===== config.mk =====
export PLATFORM = sky130hd
export DESIGN_NAME = odt_on_delay_up_timer
export DESIGN_NICKNAME = d
export VERILOG_FILES = /design/src/hw/odt_pkg.sv /design/src/hw/odt_timebase.sv /design/src/hw/odt_on_delay_up_timer.sv
export SDC_FILE = /design/constraint.sdc
export NUM_CORES = 1
export LEC_CHECK = 0
export BUFFER_PORTS_ARGS = -buffer_cell sky130_fd_sc_hd__buf_2
export CORE_ASPECT_RATIO = 1.25
export CORE_UTILIZATION = 50
export CTS_BUF_LIST = sky130_fd_sc_hd__clkbuf_4
export DETAILED_ROUTE_END_ITERATION = 7
export HOLD_SLACK_MARGIN = 0.08
export PLACE_DENSITY = 0.63
export SKIP_LAST_GASP = 1
export SLEW_MARGIN = 20
export SYNTH_ARGS = -nofsm -noshare
export SYNTH_HDL_FRONTEND = slang
export SYNTH_SLANG_ARGS = --single-unit

===== constraint.sdc =====
create_clock -name core_clk -period 10.15 [get_ports core_clk]
set_input_delay 2.03 -clock core_clk [delete_from_list [all_inputs] [get_ports core_clk]]
set_output_delay 2.03 -clock core_clk [all_outputs]
set_load 0.01 [all_outputs]

===== src/hw/odt_pkg.sv =====
// ==========================================================================
// shared constants and types of the on-delay count-up timer
package odt_pkg;

	// ==========================================================================
	// clock and time base
	localparam int unsigned CLK_PERIOD_NS = 40;
	localparam int unsigned MS_TIME_NS = 1000000;
	// least time, so round up to whole cycles
	localparam int unsigned MS_CYCLES = (MS_TIME_NS + CLK_PERIOD_NS - 1) / CLK_PERIOD_NS;
	localparam logic [15:0] UNIT_1S_MS = 16'h03e8;
	localparam logic [15:0] UNIT_100MS_MS = 16'h0064;
	localparam logic [15:0] UNIT_10MS_MS = 16'h000a;
	localparam logic [15:0] UNIT_1MS_MS = 16'h0001;

	// ==========================================================================
	// register map, word addresses on the plain port
	localparam int ADDR_W = 5;
	localparam int DATA_W = 16;
	localparam logic [4:0] ADDR_CTRL = 5'h00;
	localparam logic [4:0] ADDR_PRESET = 5'h01;
	localparam logic [4:0] ADDR_DREG_IDX = 5'h02;
	localparam logic [4:0] ADDR_STATUS = 5'h03;
	localparam logic [4:0] ADDR_COUNT = 5'h04;
	localparam logic [4:0] ADDR_INST = 5'h05;
	localparam logic [4:0] ADDR_REF = 5'h06;
	localparam logic [4:0] ADDR_DREG_BASE = 5'h10;
	localparam int DREG_NUM = 16;
	localparam int DREG_IDX_W = 4;

	// ==========================================================================
	// field layout and reset values
	localparam int CTRL_SRC_BIT = 0;
	localparam int CTRL_TB_LSB = 1;
	localparam int CTRL_TB_MSB = 2;
	localparam int STAT_OUT_BIT = 0;
	localparam int STAT_TRIG_BIT = 1;
	localparam int STAT_RUN_BIT = 2;
	localparam int STAT_IDX_OK_BIT = 3;
	localparam logic [15:0] ZERO16 = 16'h0000;
	localparam logic [15:0] ONE16 = 16'h0001;
	localparam logic [15:0] PRESET_DEFAULT = 16'h000a;
	localparam logic [7:0] INDEX_MAX_FULL = 8'hc7;
	localparam logic [7:0] INDEX_MAX_SMALL = 8'h63;

	// ==========================================================================
	// types
	typedef enum logic [1:0] {ODT_TB_1S, ODT_TB_100MS, ODT_TB_10MS, ODT_TB_1MS} odt_tbase_t;
	typedef enum logic [1:0] {ODT_ST_IDLE, ODT_ST_COUNT, ODT_ST_DONE} odt_state_t;

	typedef struct packed {
		logic src_dreg;
		odt_tbase_t tbase;
		logic [DREG_IDX_W-1:0] dreg_idx;
	} odt_cfg_t;

	localparam odt_cfg_t CFG_RST = '{src_dreg: 1'b0, tbase: ODT_TB_1S, dreg_idx: 4'h0};

	// length of one count step in milliseconds
	function automatic logic [15:0] unit_len_ms(input odt_tbase_t tb);
		logic [15:0] len;
		len = UNIT_1MS_MS;
		case (tb)
			ODT_TB_1S: len = UNIT_1S_MS;
			ODT_TB_100MS: len = UNIT_100MS_MS;
			ODT_TB_10MS: len = UNIT_10MS_MS;
			default: len = UNIT_1MS_MS;
		endcase
		return len;
	endfunction : unit_len_ms

endpackage : odt_pkg


===== src/hw/odt_timebase.sv =====
`timescale 1ns/10ps
`default_nettype none
// ==========================================================================
// free-running reference timer and count-step tick generator
module odt_timebase #(
	parameter int unsigned MS_CYCLES = odt_pkg::MS_CYCLES
) (
	input wire logic core_clk, // system clock
	input wire logic rst_b, // async reset, active low
	input wire odt_pkg::odt_tbase_t tbase, // selected step length
	output logic unit_tick, // one-cycle pulse per step
	output logic [15:0] ref_timer // free-running millisecond count
);

	localparam logic [15:0] MS_LAST = 16'(MS_CYCLES - 1);

	logic [15:0] presc_r;
	logic ms_tick;
	logic [15:0] unit_cnt_r;
	odt_pkg::odt_tbase_t tbase_r;
	logic [15:0] unit_last;

	assign ms_tick = (presc_r == MS_LAST);
	assign unit_last = odt_pkg::unit_len_ms(tbase) - odt_pkg::ONE16;

	// ==========================================================================
	// millisecond prescaler, never stopped so steps stay asynchronous to the scan
	always_ff @(posedge core_clk or negedge rst_b) begin
		if (!rst_b) begin
			presc_r <= odt_pkg::ZERO16;
		end else if (ms_tick) begin
			presc_r <= odt_pkg::ZERO16;
		end else begin
			presc_r <= presc_r + odt_pkg::ONE16;
		end
	end

	// 16-bit reference timer, wraps freely
	always_ff @(posedge core_clk or negedge rst_b) begin
		if (!rst_b) begin
			ref_timer <= odt_pkg::ZERO16;
		end else if (ms_tick) begin
			ref_timer <= ref_timer + odt_pkg::ONE16;
		end
	end

	// step divider; restarts on a new selection, >= guards a shrinking length
	always_ff @(posedge core_clk or negedge rst_b) begin
		if (!rst_b) begin
			unit_cnt_r <= odt_pkg::ZERO16;
			tbase_r <= odt_pkg::ODT_TB_1S;
			unit_tick <= 1'b0;
		end else begin
			tbase_r <= tbase;
			unit_tick <= 1'b0;
			if (tbase_r != tbase) begin
				unit_cnt_r <= odt_pkg::ZERO16;
			end else if (ms_tick) begin
				if (unit_cnt_r >= unit_last) begin
					unit_cnt_r <= odt_pkg::ZERO16;
					unit_tick <= 1'b1;
				end else begin
					unit_cnt_r <= unit_cnt_r + odt_pkg::ONE16;
				end
			end
		end
	end

endmodule : odt_timebase
`default_nettype wire


===== src/hw/odt_on_delay_up_timer.sv =====
// The placing of the registers and the strobed register port were chosen for this implementation.
`timescale 1ns/10ps
`default_nettype none
// ==========================================================================
// on-delay count-up timer function block
//
// the trigger pin is synchronised, then latched into input memory on each
// end-of-scan pulse; the block is evaluated on each execution pulse using
// that latched value. count steps come from a free-running time base and are
// held pending until the next evaluation, so a step between scans is kept,
// but at most one step is taken per scan and further steps in it merge.

// Behaviour
// - trigger low: count zero, output low
// - trigger high: count steps up to preset
// - stopped: count frozen, output held high
// - output high iff count at least preset
// - preset spans full unsigned 16 bits
// - preset from constant or indexed data register
// - step length 1 s, 100/10/1 ms
// - raised preset: keep counting up to it
// - preset at or below count: stop, output now
// - runtime preset reverts on reset
// - unique instance index, 0-199 or 0-99
// - steps from free-running 16-bit reference timer; here a separate step divider on the ms prescaler makes them
// - trigger sampled at scan end, used next scan
module odt_on_delay_up_timer #(
	parameter int unsigned MS_CYCLES = odt_pkg::MS_CYCLES,
	parameter logic [15:0] PRESET_PROGRAMMED = odt_pkg::PRESET_DEFAULT,
	parameter logic [7:0] INSTANCE_INDEX = 8'h00,
	parameter bit SMALL_VARIANT = 1'b0
) (
	input wire logic core_clk, // system clock, 25 MHz
	input wire logic rst_b, // async reset, active low
	input wire logic trigger_input, // execution input from outside
	input wire logic scan_end, // end-of-scan pulse, samples trigger
	input wire logic scan_exec, // pulse: evaluate this block
	input wire logic [4:0] reg_addr, // register word address
	input wire logic [15:0] reg_wdata, // register write data
	input wire logic reg_wr, // write strobe
	input wire logic reg_rd, // read strobe
	output logic [15:0] reg_rdata, // read data, cycle after strobe
	output logic timer_out, // timer output
	output logic [15:0] current_count // current value
);

	// ==========================================================================
	// declarations
	// trigger path: synchroniser pair and the scan's input memory
	logic trig_meta_r;
	logic trig_sync_r;
	logic trig_mem_r;

	// configuration, runtime preset and indirect preset storage
	odt_pkg::odt_cfg_t cfg_r;
	logic [15:0] preset_rt_r;
	logic [15:0] dreg_r [odt_pkg::DREG_NUM];
	logic [15:0] preset_eff;

	// time base and the step held over until the next evaluation
	logic unit_tick;
	logic [15:0] ref_timer;
	logic unit_pend_r;

	// evaluation state, count and output
	odt_pkg::odt_state_t state_r;
	odt_pkg::odt_state_t state_nxt;
	logic [15:0] count_r;
	logic [15:0] count_nxt;
	logic out_r;
	logic out_nxt;
	logic [15:0] count_inc;

	// identity flag and read path
	logic index_ok;
	logic [15:0] rdata_nxt;

	// true when the address falls in the data register window
	function automatic logic is_dreg(input logic [4:0] a);
		return (a >= odt_pkg::ADDR_DREG_BASE);
	endfunction : is_dreg

	// slot of the data register window that an address selects
	function automatic logic [3:0] dreg_slot(input logic [4:0] a);
		logic [4:0] d;
		d = a - odt_pkg::ADDR_DREG_BASE;
		return d[3:0];
	endfunction : dreg_slot

	// ==========================================================================
	// instance identity
	// uniqueness across instances is the integrator's duty; the block only
	// flags an index outside the range of the variant it sits in
	assign index_ok = SMALL_VARIANT ? (INSTANCE_INDEX <= odt_pkg::INDEX_MAX_SMALL)
		: (INSTANCE_INDEX <= odt_pkg::INDEX_MAX_FULL);

	// ==========================================================================
	// trigger path
	// two flops against metastability; the first is read by nothing else
	always_ff @(posedge core_clk or negedge rst_b) begin
		if (!rst_b) begin
			trig_meta_r <= 1'b0;
			trig_sync_r <= 1'b0;
		end else begin
			trig_meta_r <= trigger_input;
			trig_sync_r <= trig_meta_r;
		end
	end

	// input memory: only updated at end of scan, so one scan sees one value;
	// pin to memory takes three edges at least, so a trigger pulse shorter
	// than one scan may never be seen by the timer at all
	always_ff @(posedge core_clk or negedge rst_b) begin
		if (!rst_b) begin
			trig_mem_r <= 1'b0;
		end else if (scan_end) begin
			trig_mem_r <= trig_sync_r;
		end
	end

	// ==========================================================================
	// configuration registers
	// a new time base restarts the step divider, so a step already under way
	// is dropped; change the base only while the trigger is low
	always_ff @(posedge core_clk or negedge rst_b) begin
		if (!rst_b) begin
			cfg_r <= odt_pkg::CFG_RST;
		end else if (reg_wr) begin
			if (reg_addr == odt_pkg::ADDR_CTRL) begin
				cfg_r.src_dreg <= reg_wdata[odt_pkg::CTRL_SRC_BIT];
				cfg_r.tbase <= odt_pkg::odt_tbase_t'(reg_wdata[odt_pkg::CTRL_TB_MSB:odt_pkg::CTRL_TB_LSB]);
			end else if (reg_addr == odt_pkg::ADDR_DREG_IDX) begin
				cfg_r.dreg_idx <= reg_wdata[odt_pkg::DREG_IDX_W-1:0];
			end
		end
	end

	// runtime preset lives in flops only; reset brings back the programmed value
	always_ff @(posedge core_clk or negedge rst_b) begin
		if (!rst_b) begin
			preset_rt_r <= PRESET_PROGRAMMED;
		end else if (reg_wr && (reg_addr == odt_pkg::ADDR_PRESET)) begin
			preset_rt_r <= reg_wdata;
		end
	end

	// data registers, software-owned storage for the indirect preset;
	// one flop group per slot, each decoding its own write
	for (genvar g = 0; g < odt_pkg::DREG_NUM; g++) begin : g_dreg
		localparam int unsigned SLOT = g;
		always_ff @(posedge core_clk or negedge rst_b) begin
			if (!rst_b) begin
				dreg_r[g] <= odt_pkg::ZERO16;
			end else if (reg_wr && is_dreg(reg_addr) && (dreg_slot(reg_addr) == SLOT[odt_pkg::DREG_IDX_W-1:0])) begin
				dreg_r[g] <= reg_wdata;
			end
		end
	end

	// preset actually compared, picked every cycle so a change acts next scan
	assign preset_eff = cfg_r.src_dreg ? dreg_r[cfg_r.dreg_idx] : preset_rt_r;

	// ==========================================================================
	// time base
	odt_timebase #(
		.MS_CYCLES(MS_CYCLES)
	) u_timebase (
		.core_clk(core_clk),
		.rst_b(rst_b),
		.tbase(cfg_r.tbase),
		.unit_tick(unit_tick),
		.ref_timer(ref_timer)
	);

	// pending step: a tick in the same cycle as an evaluation is kept, not lost;
	// the free-running base means the first step may come up to one unit early;
	// every evaluation clears it, so a step seen while the trigger is low
	// is gone by the time counting starts, unless it lands in that same scan
	always_ff @(posedge core_clk or negedge rst_b) begin
		if (!rst_b) begin
			unit_pend_r <= 1'b0;
		end else if (unit_tick) begin
			unit_pend_r <= 1'b1;
		end else if (scan_exec) begin
			unit_pend_r <= 1'b0;
		end
	end

	// ==========================================================================
	// timer evaluation
	// one evaluation per scan_exec pulse, at most one step each:
	//   idle  - trigger memory low, count and output cleared
	//   count - a pending step adds one until the preset is reached
	//   done  - count frozen and output high while the preset covers it
	// a preset change acts at the next evaluation, in either direction,
	// because the comparison with the preset is made afresh every time;
	// between evaluations nothing moves, so the output lags a preset
	// change by up to one scan
	// saturating increment guards against wrap even with a maximum preset
	assign count_inc = (count_r == 16'hffff) ? count_r : count_r + odt_pkg::ONE16;

	always_comb begin
		state_nxt = state_r;
		count_nxt = count_r;
		out_nxt = out_r;
		if (scan_exec) begin
			if (!trig_mem_r) begin
				state_nxt = odt_pkg::ODT_ST_IDLE;
				count_nxt = odt_pkg::ZERO16;
				out_nxt = 1'b0;
			end else begin
				case (state_r)
					odt_pkg::ODT_ST_IDLE, odt_pkg::ODT_ST_COUNT: begin
						if (count_r >= preset_eff) begin
							// preset lowered to or below count, or zero preset
							state_nxt = odt_pkg::ODT_ST_DONE;
							out_nxt = 1'b1;
						end else if (unit_pend_r) begin
							count_nxt = count_inc;
							if (count_inc >= preset_eff) begin
								state_nxt = odt_pkg::ODT_ST_DONE;
								out_nxt = 1'b1;
							end else begin
								state_nxt = odt_pkg::ODT_ST_COUNT;
								out_nxt = 1'b0;
							end
						end else begin
							state_nxt = odt_pkg::ODT_ST_COUNT;
							out_nxt = 1'b0;
						end
					end
					odt_pkg::ODT_ST_DONE: begin
						// frozen; a preset raised above the count resumes counting
						// in this very evaluation, so a pending step is not lost,
						// since the output must follow count versus preset
						if (count_r >= preset_eff) begin
							out_nxt = 1'b1;
						end else if (unit_pend_r) begin
							count_nxt = count_inc;
							if (count_inc >= preset_eff) begin
								out_nxt = 1'b1;
							end else begin
								state_nxt = odt_pkg::ODT_ST_COUNT;
								out_nxt = 1'b0;
							end
						end else begin
							state_nxt = odt_pkg::ODT_ST_COUNT;
							out_nxt = 1'b0;
						end
					end
					default: begin
						state_nxt = odt_pkg::ODT_ST_IDLE;
						count_nxt = odt_pkg::ZERO16;
						out_nxt = 1'b0;
					end
				endcase
			end
		end
	end

	// state register; it only moves on scan_exec, since the next-state
	// logic holds it otherwise
	always_ff @(posedge core_clk or negedge rst_b) begin
		if (!rst_b) begin
			state_r <= odt_pkg::ODT_ST_IDLE;
		end else begin
			state_r <= state_nxt;
		end
	end

	// count register; current_count comes straight from here
	always_ff @(posedge core_clk or negedge rst_b) begin
		if (!rst_b) begin
			count_r <= odt_pkg::ZERO16;
		end else begin
			count_r <= count_nxt;
		end
	end

	// output register; timer_out comes straight from here
	always_ff @(posedge core_clk or negedge rst_b) begin
		if (!rst_b) begin
			out_r <= 1'b0;
		end else begin
			out_r <= out_nxt;
		end
	end

	// ports are the flops themselves, no logic after them
	assign timer_out = out_r;
	assign current_count = count_r;

	// ==========================================================================
	// register read path
	// map: control, runtime preset, data register index, status, count,
	// instance index, reference timer, then sixteen data registers; holes
	// read as zero so software can probe the map safely
	always_comb begin
		rdata_nxt = odt_pkg::ZERO16;
		if (reg_addr == odt_pkg::ADDR_CTRL) begin
			rdata_nxt[odt_pkg::CTRL_SRC_BIT] = cfg_r.src_dreg;
			rdata_nxt[odt_pkg::CTRL_TB_MSB:odt_pkg::CTRL_TB_LSB] = cfg_r.tbase;
		end else if (reg_addr == odt_pkg::ADDR_PRESET) begin
			rdata_nxt = preset_rt_r;
		end else if (reg_addr == odt_pkg::ADDR_DREG_IDX) begin
			rdata_nxt[odt_pkg::DREG_IDX_W-1:0] = cfg_r.dreg_idx;
		end else if (reg_addr == odt_pkg::ADDR_STATUS) begin
			rdata_nxt[odt_pkg::STAT_OUT_BIT] = out_r;
			rdata_nxt[odt_pkg::STAT_TRIG_BIT] = trig_mem_r;
			rdata_nxt[odt_pkg::STAT_RUN_BIT] = (state_r == odt_pkg::ODT_ST_COUNT);
			rdata_nxt[odt_pkg::STAT_IDX_OK_BIT] = index_ok;
		end else if (reg_addr == odt_pkg::ADDR_COUNT) begin
			rdata_nxt = count_r;
		end else if (reg_addr == odt_pkg::ADDR_INST) begin
			rdata_nxt[7:0] = INSTANCE_INDEX;
		end else if (reg_addr == odt_pkg::ADDR_REF) begin
			rdata_nxt = ref_timer;
		end else if (is_dreg(reg_addr)) begin
			rdata_nxt = dreg_r[dreg_slot(reg_addr)];
		end
	end

	// read data stand for one cycle only, zero otherwise
	always_ff @(posedge core_clk or negedge rst_b) begin
		if (!rst_b) begin
			reg_rdata <= odt_pkg::ZERO16;
		end else if (reg_rd) begin
			reg_rdata <= rdata_nxt;
		end else begin
			reg_rdata <= odt_pkg::ZERO16;
		end
	end

endmodule : odt_on_delay_up_timer
`default_nettype wire


==> qor.yml, run 1 <==
placed_design:
  io_buffer_count: 60
  place_area_um2: 20690
  dpl.hpwl_mm: 33.82
  pre_cts_ws_ns: 4.610
  place_congestion: 0.9110
grt:
  grt-ovfl-total: 0
  grt_max_degree: 164
  grt_pass1_wl_mm: 82.83
  grt_antenna_before_repair: 2
  grt_pass1_vias: 13670
  grt_usage_pct: 27.05
routing:
  antenna_left: 0
  drtPass1Iterations: 6
  wl_mm: 52.57
  viasPerCell: 6.397
  num_vias: 13190
  wire_per_inst_um: 25.50
  drc_errors: 0
  first_iter_violations: 862
power:
  p_seq_share_pct: 47.0
  power.share.clock_pct: 29.0
  p_comb_share_pct: 24.0
  p_leak_nw: 9.575
  swShare_pct: 30.15
  internal-power_w: 0.002853
  ir_drop_uv: 76.00
  power_density_nw_per_um2: 187.7
  p_switching_w: 0.001231
timing:
  worst_pin_slew_ns: 1.126
  setup_viol_count_final: 0
  fin_skew_ns: 0.05098
  finalHoldViolations: 0
  fmax_mhz: 185.7
  period_share_pct: 53.05
  min_period_ns: 5.384
  slew-limit-headroom_pct: 24.78
  slew_viol_final: 0
  setup-tns-final_ns: 0
  setup_slack_ns: 4.766
  hold_ws_ns: 0.3557
  rsz0062_at_grt: "no"
worst_setup_path:
  r2r_slack_ns: 4.77
  crit_fanout: 39
  r2r-end: "current_count[12]"
  cp-start-kind: "register"
  crit_required_ns: 10.86
  ff2ff_path_depth: 12
  rr_startpoint: "cfg_r[0]"
  worstPathArrival_ns: 6.10
  endpoint_kind: "register"
  crit_start: "cfg_r[0]"
  crit_end: "current_count[12]"
  critPathKind: "reg2reg"
status:
  status: "finished, final reports clean"
clocking:
  postCtsSetupRepairBufs: 0
  ctsLongestPathBuffers: 3
  ctsHoldBuffers: 0
  path_clk_slew_ns: 0.07
  clk_root_buffer_cell: "clkbuf_4"
  htreeDepth: 3
  cts-resized-gates: 0
  cts_inserted_buffers: 92
  cts_tree: "done"
  clock_latency_ns: 0.80
  clock-sinks: 369
die:
  die_w_um: 180.8
  rows: 81
  die_y_um: 225.5
  dieArea_um2: 40750
  ios: 61
  initial_core_util_pct: 50.92
  core_area_um2: 39220
finish:
  area_delta_synth_final_pct: 8.959
  drive_above_1_share_pct: 43.57
  final_area_um2: 21760
  fin_nets: 1580
yosys:
  ys_warn_count: 0
  async_flop_share_pct: 100.0
  ys_ff_latch: 369
  ys_seq_area_share_pct: 46.25
  yosysUniqueCellTypes: 68
  syn_nets: 1514
  syn_inst: 1440
  synth-edff-count: 0
  avgSynthCellArea_um2: 13.87
  synth-main-ff-cell: "dfrtp_1"
  synthesis.area_um2: 19970
min_path:
  min_path_type: "reg2reg"
job:
  maxCapViolCount: 0
[cells in the final DEF, fill, tap and decap left out, types with 9 or more instances in the layout]
master | netlist | layout
clkbuf_4 | 0 | 131
dfrtp_1 | 367 | 365
mux2i_1 | 35 | 35
o21ai_0 | 15 | 15
ha_1 | 46 | 46
mux4_2 | 147 | 147
nand2b_1 | 14 | 14
mux2_2 | 291 | 291
a211oi_1 | 9 | 9
a21oi_1 | 22 | 22
nand3_1 | 34 | 34
nand2_1 | 66 | 66
a221oi_1 | 10 | 10
xnor2_1 | 31 | 31
buf_2 | 28 | 57
xor2_1 | 20 | 20
and3_1 | 11 | 11
o221ai_1 | 10 | 10
clkinv_1 | 0 | 14
nor3_1 | 10 | 10
nor2_1 | 48 | 39
buf_4 | 1 | 23
nand4_1 | 22 | 22
a22o_1 | 9 | 9
[final cells by class]
class	count	area [um2]
repair buffers	82	493.0
well taps	498	623.1
clock inverters	20	80.08
diodes	1	2.502
flip-flops and latches	369	9241
multi-input cells	956	10320
clock buffers	131	983.4
inverters	5	18.77
fillers	3289	17460
[metal layers]
layer	track usage, %	share of wire [%]	up-vias
li1	-	-	5728
met2	43.92	49	418
met4	11.47	3.4	2
met5	0	0.025	-
met3	5.155	5.5	114
met1	35.69	42	6928
[state kept, by name (all words and copies together), names as in the netlist]
name	count
preset_rt_r	16
trig_meta_r	1
current_count	16
cfg_r	7
timer_out	1
u_timebase.unit_tick	1
unit_pend_r	1
u_timebase.ref_timer	16
u_timebase.presc_r	16
state_r	2
u_timebase.tbase_r	2
trig_sync_r	1
u_timebase.unit_cnt_r	16
reg_rdata	16
trig_mem_r	1
dreg_r	256
[power by group through the flow]
stage	clock [W]	combinational (W)	sequential, W
detailed placement	0	0.000982	0.00194
global placement	0	0.000958	0.00193
global route	0.00130	0.00106	0.00195
finish	0.00119	0.000980	0.00192
CTS	0.00122	0.000984	0.00192
floorplan	0	0.000776	0.00184
[synthesized netlist by cell type, types with 3 or more instances]
cell      number  area (um2)
buf_2         28       140.1
dfrtp_1      367        9184
nor3_1        10       50.05
nand2_1       66       247.7
or2_2          6       37.54
o22a_1         5       43.79
o21ai_0       15       75.07
o221ai_1      10       87.58
ha_1          46       575.6
a21o_1         5       37.54
mux4_2       147        3311
nor2b_1        7       43.79
inv_1          5       18.77
and4_1         8       70.07
xnor2_1       31       271.5
and3_1        11       68.82
clkbuf_1      63       236.5
o22ai_1        3       18.77
nor2_1        48       180.2
nor4_1         5       31.28
mux2_2       291        3277
or4_1          7       52.55
and2_1         7       43.79
a211oi_1       9       67.56
xor2_1        20       175.2
nand3_1       34       170.2
a22o_1         9       78.83
o211ai_1       8       60.06
nand4_1       22       137.6
a21oi_1       22       110.1
a221oi_1      10       87.58
a222oi_1       8       80.08
mux2i_1       35       350.3
nand2b_1      14       87.58
buf_1         16       60.06
[through the flow]
stage / utilization, % / std cells / total power, W
4_1_cts: 55.46 / 2060 / 0.004124
3_5_place_dp: 52.75 / 1909 / 0.002926
2_1_floorplan: - / 1440 / 0.002621
5_1_grt: 55.48 / 2062 / 0.004311
6_report: 55.48 / 2062 / 0.004084
3_3_place_gp: 52.75 / 1909 / 0.002889
[worst min path at each step]
stage	start	to	cells past startpoint	slack, ns
3_3_place_gp	trig_meta_r	trig_sync_r	0	0.35
5_1_grt	trig_meta_r	trig_sync_r	0	0.38
2_1_floorplan	trig_meta_r	trig_sync_r	0	0.33
6_report	trig_meta_r	trig_sync_r	0	0.36
3_5_place_dp	trig_meta_r	trig_sync_r	0	0.34
4_1_cts	trig_meta_r	trig_sync_r	0	0.36
[worst max-delay path, cell delays in order (launching register included)]
cell      delay (ns)
dfrtp_4         0.82
buf_4           0.74
mux4_2          0.59
mux4_2          0.55
mux2i_1         0.35
ha_1            0.34
a21oi_1         0.13
a21oi_1         0.08
a211oi_1        0.50
o211ai_1        0.33
buf_4           0.26
nor2_1          0.36
a22o_1          0.22
[kinds of logic (layout without fill, tap and decap cells)]
logic type	count (synthesis)	count (layout)	share of synthesized area, %
compound gates	126	126	4.667
other cells	1	2	0.01878
xor+xnor	51	51	2.237
flops	369	369	46.25
buf+inv	115	238	2.399
simple gates	259	259	6.810
fa+ha+maj	46	46	2.882
mux	473	473	34.74
Power figures use the tool's default switching activity.
==> run 2, diff against run 1 <==
==> constraint.sdc (replaced) <==
create_clock -name core_clk -period 5.6 [get_ports core_clk]
set_input_delay 1.12 -clock core_clk [delete_from_list [all_inputs] [get_ports core_clk]]
set_output_delay 1.12 -clock core_clk [all_outputs]
set_load 0.01 [all_outputs]
==> run 2 against run 1 <==
  * Register-to-register slack lost 3.9 ns
  * Global-route usage is essentially flat
  * Core utilization grew 0.51 points
  * Routed wire length grew 0.87%
  * Clock skew shrank 0.0066 ns
  * Largest power group unchanged
  * Hold slack lost 0.017 ns
  * Cell count grew 0.39%
  * Fmax grew 15%
  * Design area grew 0.92%
  * Critical endpoint is now current_count[3]
  * Sequential power grew 81%
==> qor.yml, run 2 (same netlist as run 1, synthesis figures left out) <==
die:
  ios: 61  # unchanged
  dieArea_um2: 40750  # unchanged
  initial_core_util_pct: 50.92  # unchanged
  die_w_um: 180.8  # unchanged
  die_y_um: 225.5  # unchanged
  core_area_um2: 39220  # unchanged
  rows: 81  # unchanged
power:
  ir_drop_uv: 153.4  # +100%
  power.share.clock_pct: 31.1  # +2.1 points
  p_leak_nw: 9.646  # +0.74%
  p_switching_w: 0.002258  # +83%
  power_density_nw_per_um2: 347.5  # +85%
  p_comb_share_pct: 23.3  # -0.7 points
  internal-power_w: 0.005374  # +88%
  p_seq_share_pct: 45.5  # -1.5 points
  swShare_pct: 29.58  # -0.57 points
grt:
  grt_pass1_wl_mm: 82.61  # -0.28%
  grt_usage_pct: 27.05  # about the same
  grt_max_degree: 113  # -31%
  grt-ovfl-total: 0  # unchanged
  grt_pass1_vias: 13650  # -0.14%
  grt_antenna_before_repair: 3  # +1
routing:
  drc_errors: 0  # unchanged
  wl_mm: 53.03  # +0.87%
  first_iter_violations: 854  # -0.93%
  wire_per_inst_um: 25.62  # +0.48%
  num_vias: 13160  # -0.23%
  viasPerCell: 6.357  # -0.61%
  antenna_left: 0  # unchanged
  drtPass1Iterations: 7  # +1
timing:
  setup_slack_ns: 0.9020  # -3.864 ns
  finalHoldViolations: 0  # unchanged
  fin_skew_ns: 0.04435  # -0.006624 ns
  setup-tns-final_ns: 0  # unchanged
  period_share_pct: 83.89  # +31 points
  min_period_ns: 4.698  # -0.6862 ns
  slew-limit-headroom_pct: 25.81  # +1.0 points
  hold_ws_ns: 0.3387  # -0.01698 ns
  rsz0062_at_grt: "no"
  fmax_mhz: 212.9  # +15%
  setup_viol_count_final: 0  # unchanged
  worst_pin_slew_ns: 1.110  # -0.01538 ns
  slew_viol_final: 0  # unchanged
clocking:
  cts_tree: "done"
  postCtsSetupRepairBufs: 0  # unchanged
  ctsHoldBuffers: 0  # unchanged
  ctsLongestPathBuffers: 3  # unchanged
  cts-resized-gates: 0  # unchanged
  clk_root_buffer_cell: "clkbuf_4"
  htreeDepth: 3  # unchanged
  clock_latency_ns: 0.80  # about the same
  path_clk_slew_ns: 0.07  # about the same
  cts_inserted_buffers: 95  # +3.3%
  clock-sinks: 369  # unchanged
worst_setup_path:
  slowest_delay_ns: 0.89  # +0.07 ns
  worstPathArrival_ns: 5.42  # -0.68 ns
  cp.buffers_inverters: 2  # unchanged
  ff2ff_path_depth: 12  # unchanged
  critPathSlowestCell: "dfrtp_4"
  path_cells: "buf_4, mux4_2, mux4_2, mux2i_1, ha_1, a21oi_1, a21oi_1, a211oi_1, o211ai_1, buf_4, or4_1, nand3_1"
  cp-start-kind: "register"
  crit_required_ns: 6.32  # -4.54 ns
  critPathKind: "reg2reg"
  r2r_slack_ns: 0.90  # -3.86 ns
  path_delay_family: "multiplexers"
  rr_startpoint: "cfg_r[0]"
  crit_fanout: 33  # -15%
  r2r-end: "current_count[3]"
  crit_start: "cfg_r[0]"
  crit_end: "current_count[3]"
  worst-path-stages: 12  # unchanged
  endpoint_kind: "register"
finish:
  layout_common_cells: "dfrtp_1 (365), mux2_2 (291), mux4_2 (147)"
  nFillCells: 3224  # -2.0%
  final_common_cell: "dfrtp_1"
  drive_above_1_share_pct: 43.88  # +0.31 points
  fin_nets: 1580  # unchanged
  top_register: "dreg_r"
  final_area_um2: 21960  # +0.92%
  largest_reg_flops: 256  # unchanged
  area_delta_synth_final_pct: 9.961
status:
  status: "finished, final reports clean"
job:
  maxCapViolCount: 0  # unchanged
placed_design:
  place_area_um2: 20740  # +0.24%
  dpl.hpwl_mm: 33.57  # -0.75%
  pre_cts_ws_ns: 0.6818  # -3.928 ns
  place_congestion: 0.8772  # -3.7%
  io_buffer_count: 60  # unchanged
min_path:
  min_path_type: "in2async"
## run 2: changes by cell type in the layout (fill, tap and decap cells not counted), sizes merged
| cell | previous run | this run |
|---|---|---|
| clkinv | 15 | 17 |
| buf | 82 | 79 |
| inv | 9 | 5 |
| diode | 1 | 4 |
| clkbuf | 131 | 138 |
| bufinv | 0 | 3 |
## run 2: cell type report
type	count	area (um2)	area share, %
clock inverter	21	170.2	0.7748
timing repair buffer	79	520.5	2.370
tap	498	623.1	2.837
clock buffer	138	1036	4.717
multi-input combinational	956	10340	47.09
sequential	369	9241	42.08
antenna	4	10.01	0.04558
inverter	5	18.77	0.08546
## run 2: power groups by stage
stage	combinational, W	sequential [W]	clock (W)
floorplan	0.00141	0.00334	0
finish	0.00178	0.00348	0.00238
detailed placement	0.00178	0.00352	0
global placement	0.00174	0.00350	0
global route	0.00192	0.00354	0.00258
CTS	0.00179	0.00347	0.00245
## run 2: how the worst min path moves through the flow
stage	startpoint	end	slack [ns]	cells past startpoint
after global placement	trig_meta_r	trig_sync_r	0.35	0
final	rst_b	u_timebase.unit_cnt_r[3]	0.34	1
after global routing	rst_b	u_timebase.unit_cnt_r[3]	0.35	1
after floorplan	trig_meta_r	trig_sync_r	0.33	0
after detailed placement	trig_meta_r	trig_sync_r	0.35	0
after CTS	rst_b	u_timebase.unit_cnt_r[3]	0.30	1
## run 2: metrics by stage
stage	total power [W]	utilization, %	std cells
6_report	0.007632	55.99	2070
5_1_grt	0.008043	55.99	2070
4_1_cts	0.007710	55.95	2065
3_5_place_dp	0.005304	52.87	1906
3_3_place_gp	0.005238	52.87	1906
2_1_floorplan	0.004750	-	1440
## run 2: routing by layer
layer  vias to the layer above  GRT usage [%]  routed length, um
li1                       5737              -                  -
met1                      6901          36.29              22970
met2                       411          43.62              25450
met3                       109          5.171               2936
met4                         2          10.53               1668
met5                         -              0                 11
==> run 3, diff against run 2 <==
--- a/config.mk
+++ b/config.mk
@@ -5,13 +5,14 @@
 export SDC_FILE = /design/constraint.sdc
 export NUM_CORES = 1
 export LEC_CHECK = 0
+export ABC_AREA = 1
 export BUFFER_PORTS_ARGS = -buffer_cell sky130_fd_sc_hd__buf_2
 export CORE_ASPECT_RATIO = 1.25
 export CORE_UTILIZATION = 50
 export CTS_BUF_LIST = sky130_fd_sc_hd__clkbuf_4
 export DETAILED_ROUTE_END_ITERATION = 7
 export HOLD_SLACK_MARGIN = 0.08
-export PLACE_DENSITY = 0.63
+export PLACE_DENSITY = 0.66
 export SKIP_LAST_GASP = 1
 export SLEW_MARGIN = 20
 export SYNTH_ARGS = -nofsm -noshare
==> constraint.sdc (replaced) <==
create_clock -name core_clk -period 4.1 [get_ports core_clk]
set_input_delay 0.82 -clock core_clk [delete_from_list [all_inputs] [get_ports core_clk]]
set_output_delay 0.82 -clock core_clk [all_outputs]
set_load 0.01 [all_outputs]
==> run 3 against run 2 <==
  * Global-route usage is 7.4 points higher
  * Core utilization is 0.30 points higher
  * Hold slack worse by 0.11 ns
  * Total power is 33% higher
  * Critical path type unchanged
  * Critical endpoint is now current_count[14]
  * Largest cell class unchanged
  * Largest power group unchanged
  * Highest routed layer is now met4
==> qor.yml, run 3 <==
yosys:
  synthesis.area_um2: 20190  # +1.1%
  syn_nets: 2764  # +83%
  ys_warn_count: 0  # unchanged
  syn_inst: 2690  # +87%
  post-synth-top-area-cell: "dfrtp_1"
  muxShareOfSynthArea_pct: 0  # -35 points
  ys_top_cells_by_count: "nand2_1 (842), o21ai_0 (435), dfrtp_1 (367), nor2_1 (201), inv_1 (140)"
  synth_top_cell_area_share_pct: 45.50  # -0.49 points
  synth-xor-area-share_pct: 1.562  # -0.67 points
  ys_ff_latch: 369  # unchanged
  async_flop_share_pct: 100.0  # unchanged
  synthAdderAreaFrac_pct: 2.851  # -0.031 points
  yosysMostFrequentCell: "nand2_1"
  synth-main-ff-cell: "dfrtp_1"
  synth_compound_area_share_pct: 16.59  # +12 points
  yosys-top-cells-area: "dfrtp_1 (45%), nand2_1 (16%), o21ai_0 (11%)"
  ys_seq_area_share_pct: 45.76  # -0.49 points
  yosys.area_share.simple_pct: 26.77  # +20 points
  synth_top_family_by_area: "simple AND/OR/NAND/NOR gates"
  synth-edff-count: 0  # unchanged
  avgSynthCellArea_um2: 7.504  # -46%
  yosysUniqueCellTypes: 49  # -28%
finish:
  top_register: "dreg_r"
  final_area_um2: 22190  # +1.1%
  layout_common_cells: "nand2_1 (842), o21ai_0 (435), dfrtp_1 (365)"
  nFillCells: 3771  # +17%
  area_delta_synth_final_pct: 9.942  # about the same
  largest_reg_flops: 256  # unchanged
  final_util_pct: 56.29  # +0.30 points
  drive_above_1_share_pct: 10.99  # -33 points
  final_common_cell: "nand2_1"
  fin_nets: 2814  # +78%
timing:
  hold_ws_ns: 0.2324  # -0.1063 ns
  slew_viol_final: 0  # unchanged
  finalHoldViolations: 0  # unchanged
  setup_slack_ns: 0.3863  # -0.5157 ns
  setup-tns-final_ns: 0  # unchanged
  fin_skew_ns: 0.05847  # +0.01411 ns
  setup_viol_count_final: 0  # unchanged
  fmax_mhz: 269.3  # +27%
  slew-limit-headroom_pct: 50.56  # +25 points
  period_share_pct: 90.58  # +6.7 points
  min_period_ns: 3.714  # -0.9843 ns
  rsz0062_at_grt: "no"
  worst_pin_slew_ns: 0.7409  # -0.3693 ns
power:
  p_comb_share_pct: 23.1  # -0.2 points
  swShare_pct: 35.07  # +5.5 points
  p_seq_share_pct: 45.7  # +0.2 points
  power.share.clock_pct: 31.2  # about the same
  internal-power_w: 0.006574  # +22%
  power_density_nw_per_um2: 456.2  # +31%
  p_leak_nw: 10.66  # +11%
  ir_drop_uv: 221.8  # +45%
  p_switching_w: 0.003551  # +57%
die:
  initial_core_util_pct: 51.20  # +0.28 points
  rows: 81  # unchanged
  core_area_um2: 39420  # +0.52%
  die_y_um: 226.6  # +0.53%
  dieArea_um2: 41180  # +1.1%
  die_w_um: 181.7  # +0.53%
  ios: 61  # unchanged
worst_setup_path:
  crit_fanout: 21  # -36%
  crit_required_ns: 4.88  # -1.44 ns
  endpoint_kind: "register"
  critPathKind: "reg2reg"
  worstPathArrival_ns: 4.49  # -0.93 ns
  cp-start-kind: "register"
routing:
  antenna_left: 0  # unchanged
  first_iter_violations: 2133  # +150%
  wl_mm: 69.20  # +30%
  drtPass1Iterations: 6  # -1
  num_vias: 19820  # +51%
  drc_errors: 0  # unchanged
  viasPerCell: 6.005  # -5.5%
  wire_per_inst_um: 20.96  # -18%
grt:
  grt_pass1_vias: 18870  # +38%
  grt_antenna_before_repair: 1  # -2
  grt_pass1_wl_mm: 107.8  # +31%
  grt_max_degree: 99  # -12%
  grt_usage_pct: 34.50  # +7.4 points
  grt-ovfl-total: 0  # unchanged
placed_design:
  pre_cts_ws_ns: 0.3001  # -0.3816 ns
  place_area_um2: 21000  # +1.3%
  place_congestion: 0.9774  # +11%
  dpl.hpwl_mm: 44.77  # +33%
  io_buffer_count: 60  # unchanged
clocking:
  path_clk_slew_ns: 0.07  # about the same
  cts_inserted_buffers: 93  # -2.1%
  clock-sinks: 369  # unchanged
  clock_latency_ns: 0.84  # +0.04 ns
  cts_tree: "done"
  clk_root_buffer_cell: "clkbuf_4"
  ctsLongestPathBuffers: 3  # unchanged
  htreeDepth: 3  # unchanged
min_path:
  min_path_type: "in2reg"
status:
  status: "finished, final reports clean"
job:
  maxCapViolCount: 0  # unchanged
-- run 3: cells by family after synthesis --
family	after synthesis
simple gates	1295
buf+inv	323
fa+ha+maj	46
other cells	1
flops	369
xor+xnor	36
compound gates	620
-- run 3: final cells by class --
type	count	area (um2)	area share [%]
inverters	146	549.3	2.475
clock buffers	133	998.5	4.499
multi-input cells	1998	9649	43.48
repair buffers	132	980.9	4.420
well taps	498	623.1	2.808
clock inverters	24	147.6	0.6653
diodes	1	2.502	0.01128
flip-flops and latches	369	9241	41.64
-- run 3: repair_timing --
item	in CTS	in global routing
hold endpoints to repair	71	0
setup buffers	0	3
hold buffers	2	0
endpoints found under the setup margin	0	16
gates resized for setup	0	0
-- run 3: final timing paths --
kind / startpoint / to / slack, ns / cells after the start
min in group asynchronous: rst_b / current_count[2] / 0.55 / 2
max in group asynchronous: rst_b / dreg_r[83] / 2.42 / 3
hold / removal: scan_end / trig_mem_r / 0.23 / 2
hold reg to reg: trig_meta_r / trig_sync_r / 0.36 / 0
setup / recovery: cfg_r[1] / current_count[14] / 0.39 / 21
setup reg to reg: cfg_r[1] / current_count[14] / 0.39 / 21
-- run 3: power by group through the flow --
stage                     logic, W  clock network (W)  registers [W]
after global placement     0.00222                  0        0.00466
after CTS                  0.00229            0.00324        0.00461
after floorplan            0.00156                  0        0.00453
after detailed placement   0.00228                  0        0.00467
after global routing       0.00261            0.00341        0.00469
final                      0.00234            0.00316        0.00463
-- run 3: stage by stage --
stage	total power (W)	std cells
5_1_grt	0.01071	3301
2_1_floorplan	0.006096	2690
4_1_cts	0.01014	3297
3_3_place_gp	0.006881	3138
3_5_place_dp	0.006953	3138
6_report	0.01012	3301
-- run 3: metal layers --
| layer | up-vias | track usage, % | part of all wire, % |
|---|---|---|---|
| met5 | - | 0 | 0 |
| met4 | 0 | 22.28 | 5.8 |
| met3 | 263 | 6.682 | 9.2 |
| met2 | 1106 | 55.12 | 46 |
| met1 | 9354 | 42.88 | 39 |
| li1 | 9101 | - | - |
-- run 3: critical path, cell delays in order, from the launching register on --
cell and delay [ns]:
dfrtp_2 0.43, inv_2 0.33, buf_4 0.29, a21oi_1 0.06
a32o_1 0.23, a21oi_1 0.12, o21ai_0 0.15, nand3_1 0.19
o21ai_0 0.19, ha_1 0.34, nand2_1 0.07, nand2_1 0.04
nand2_1 0.05, nand2_1 0.05, nand2_1 0.06, nand2_1 0.05
nand2_1 0.06, nand3_2 0.13, nor4_4 0.38, buf_4 0.26
nand2_1 0.08, nand2_1 0.06
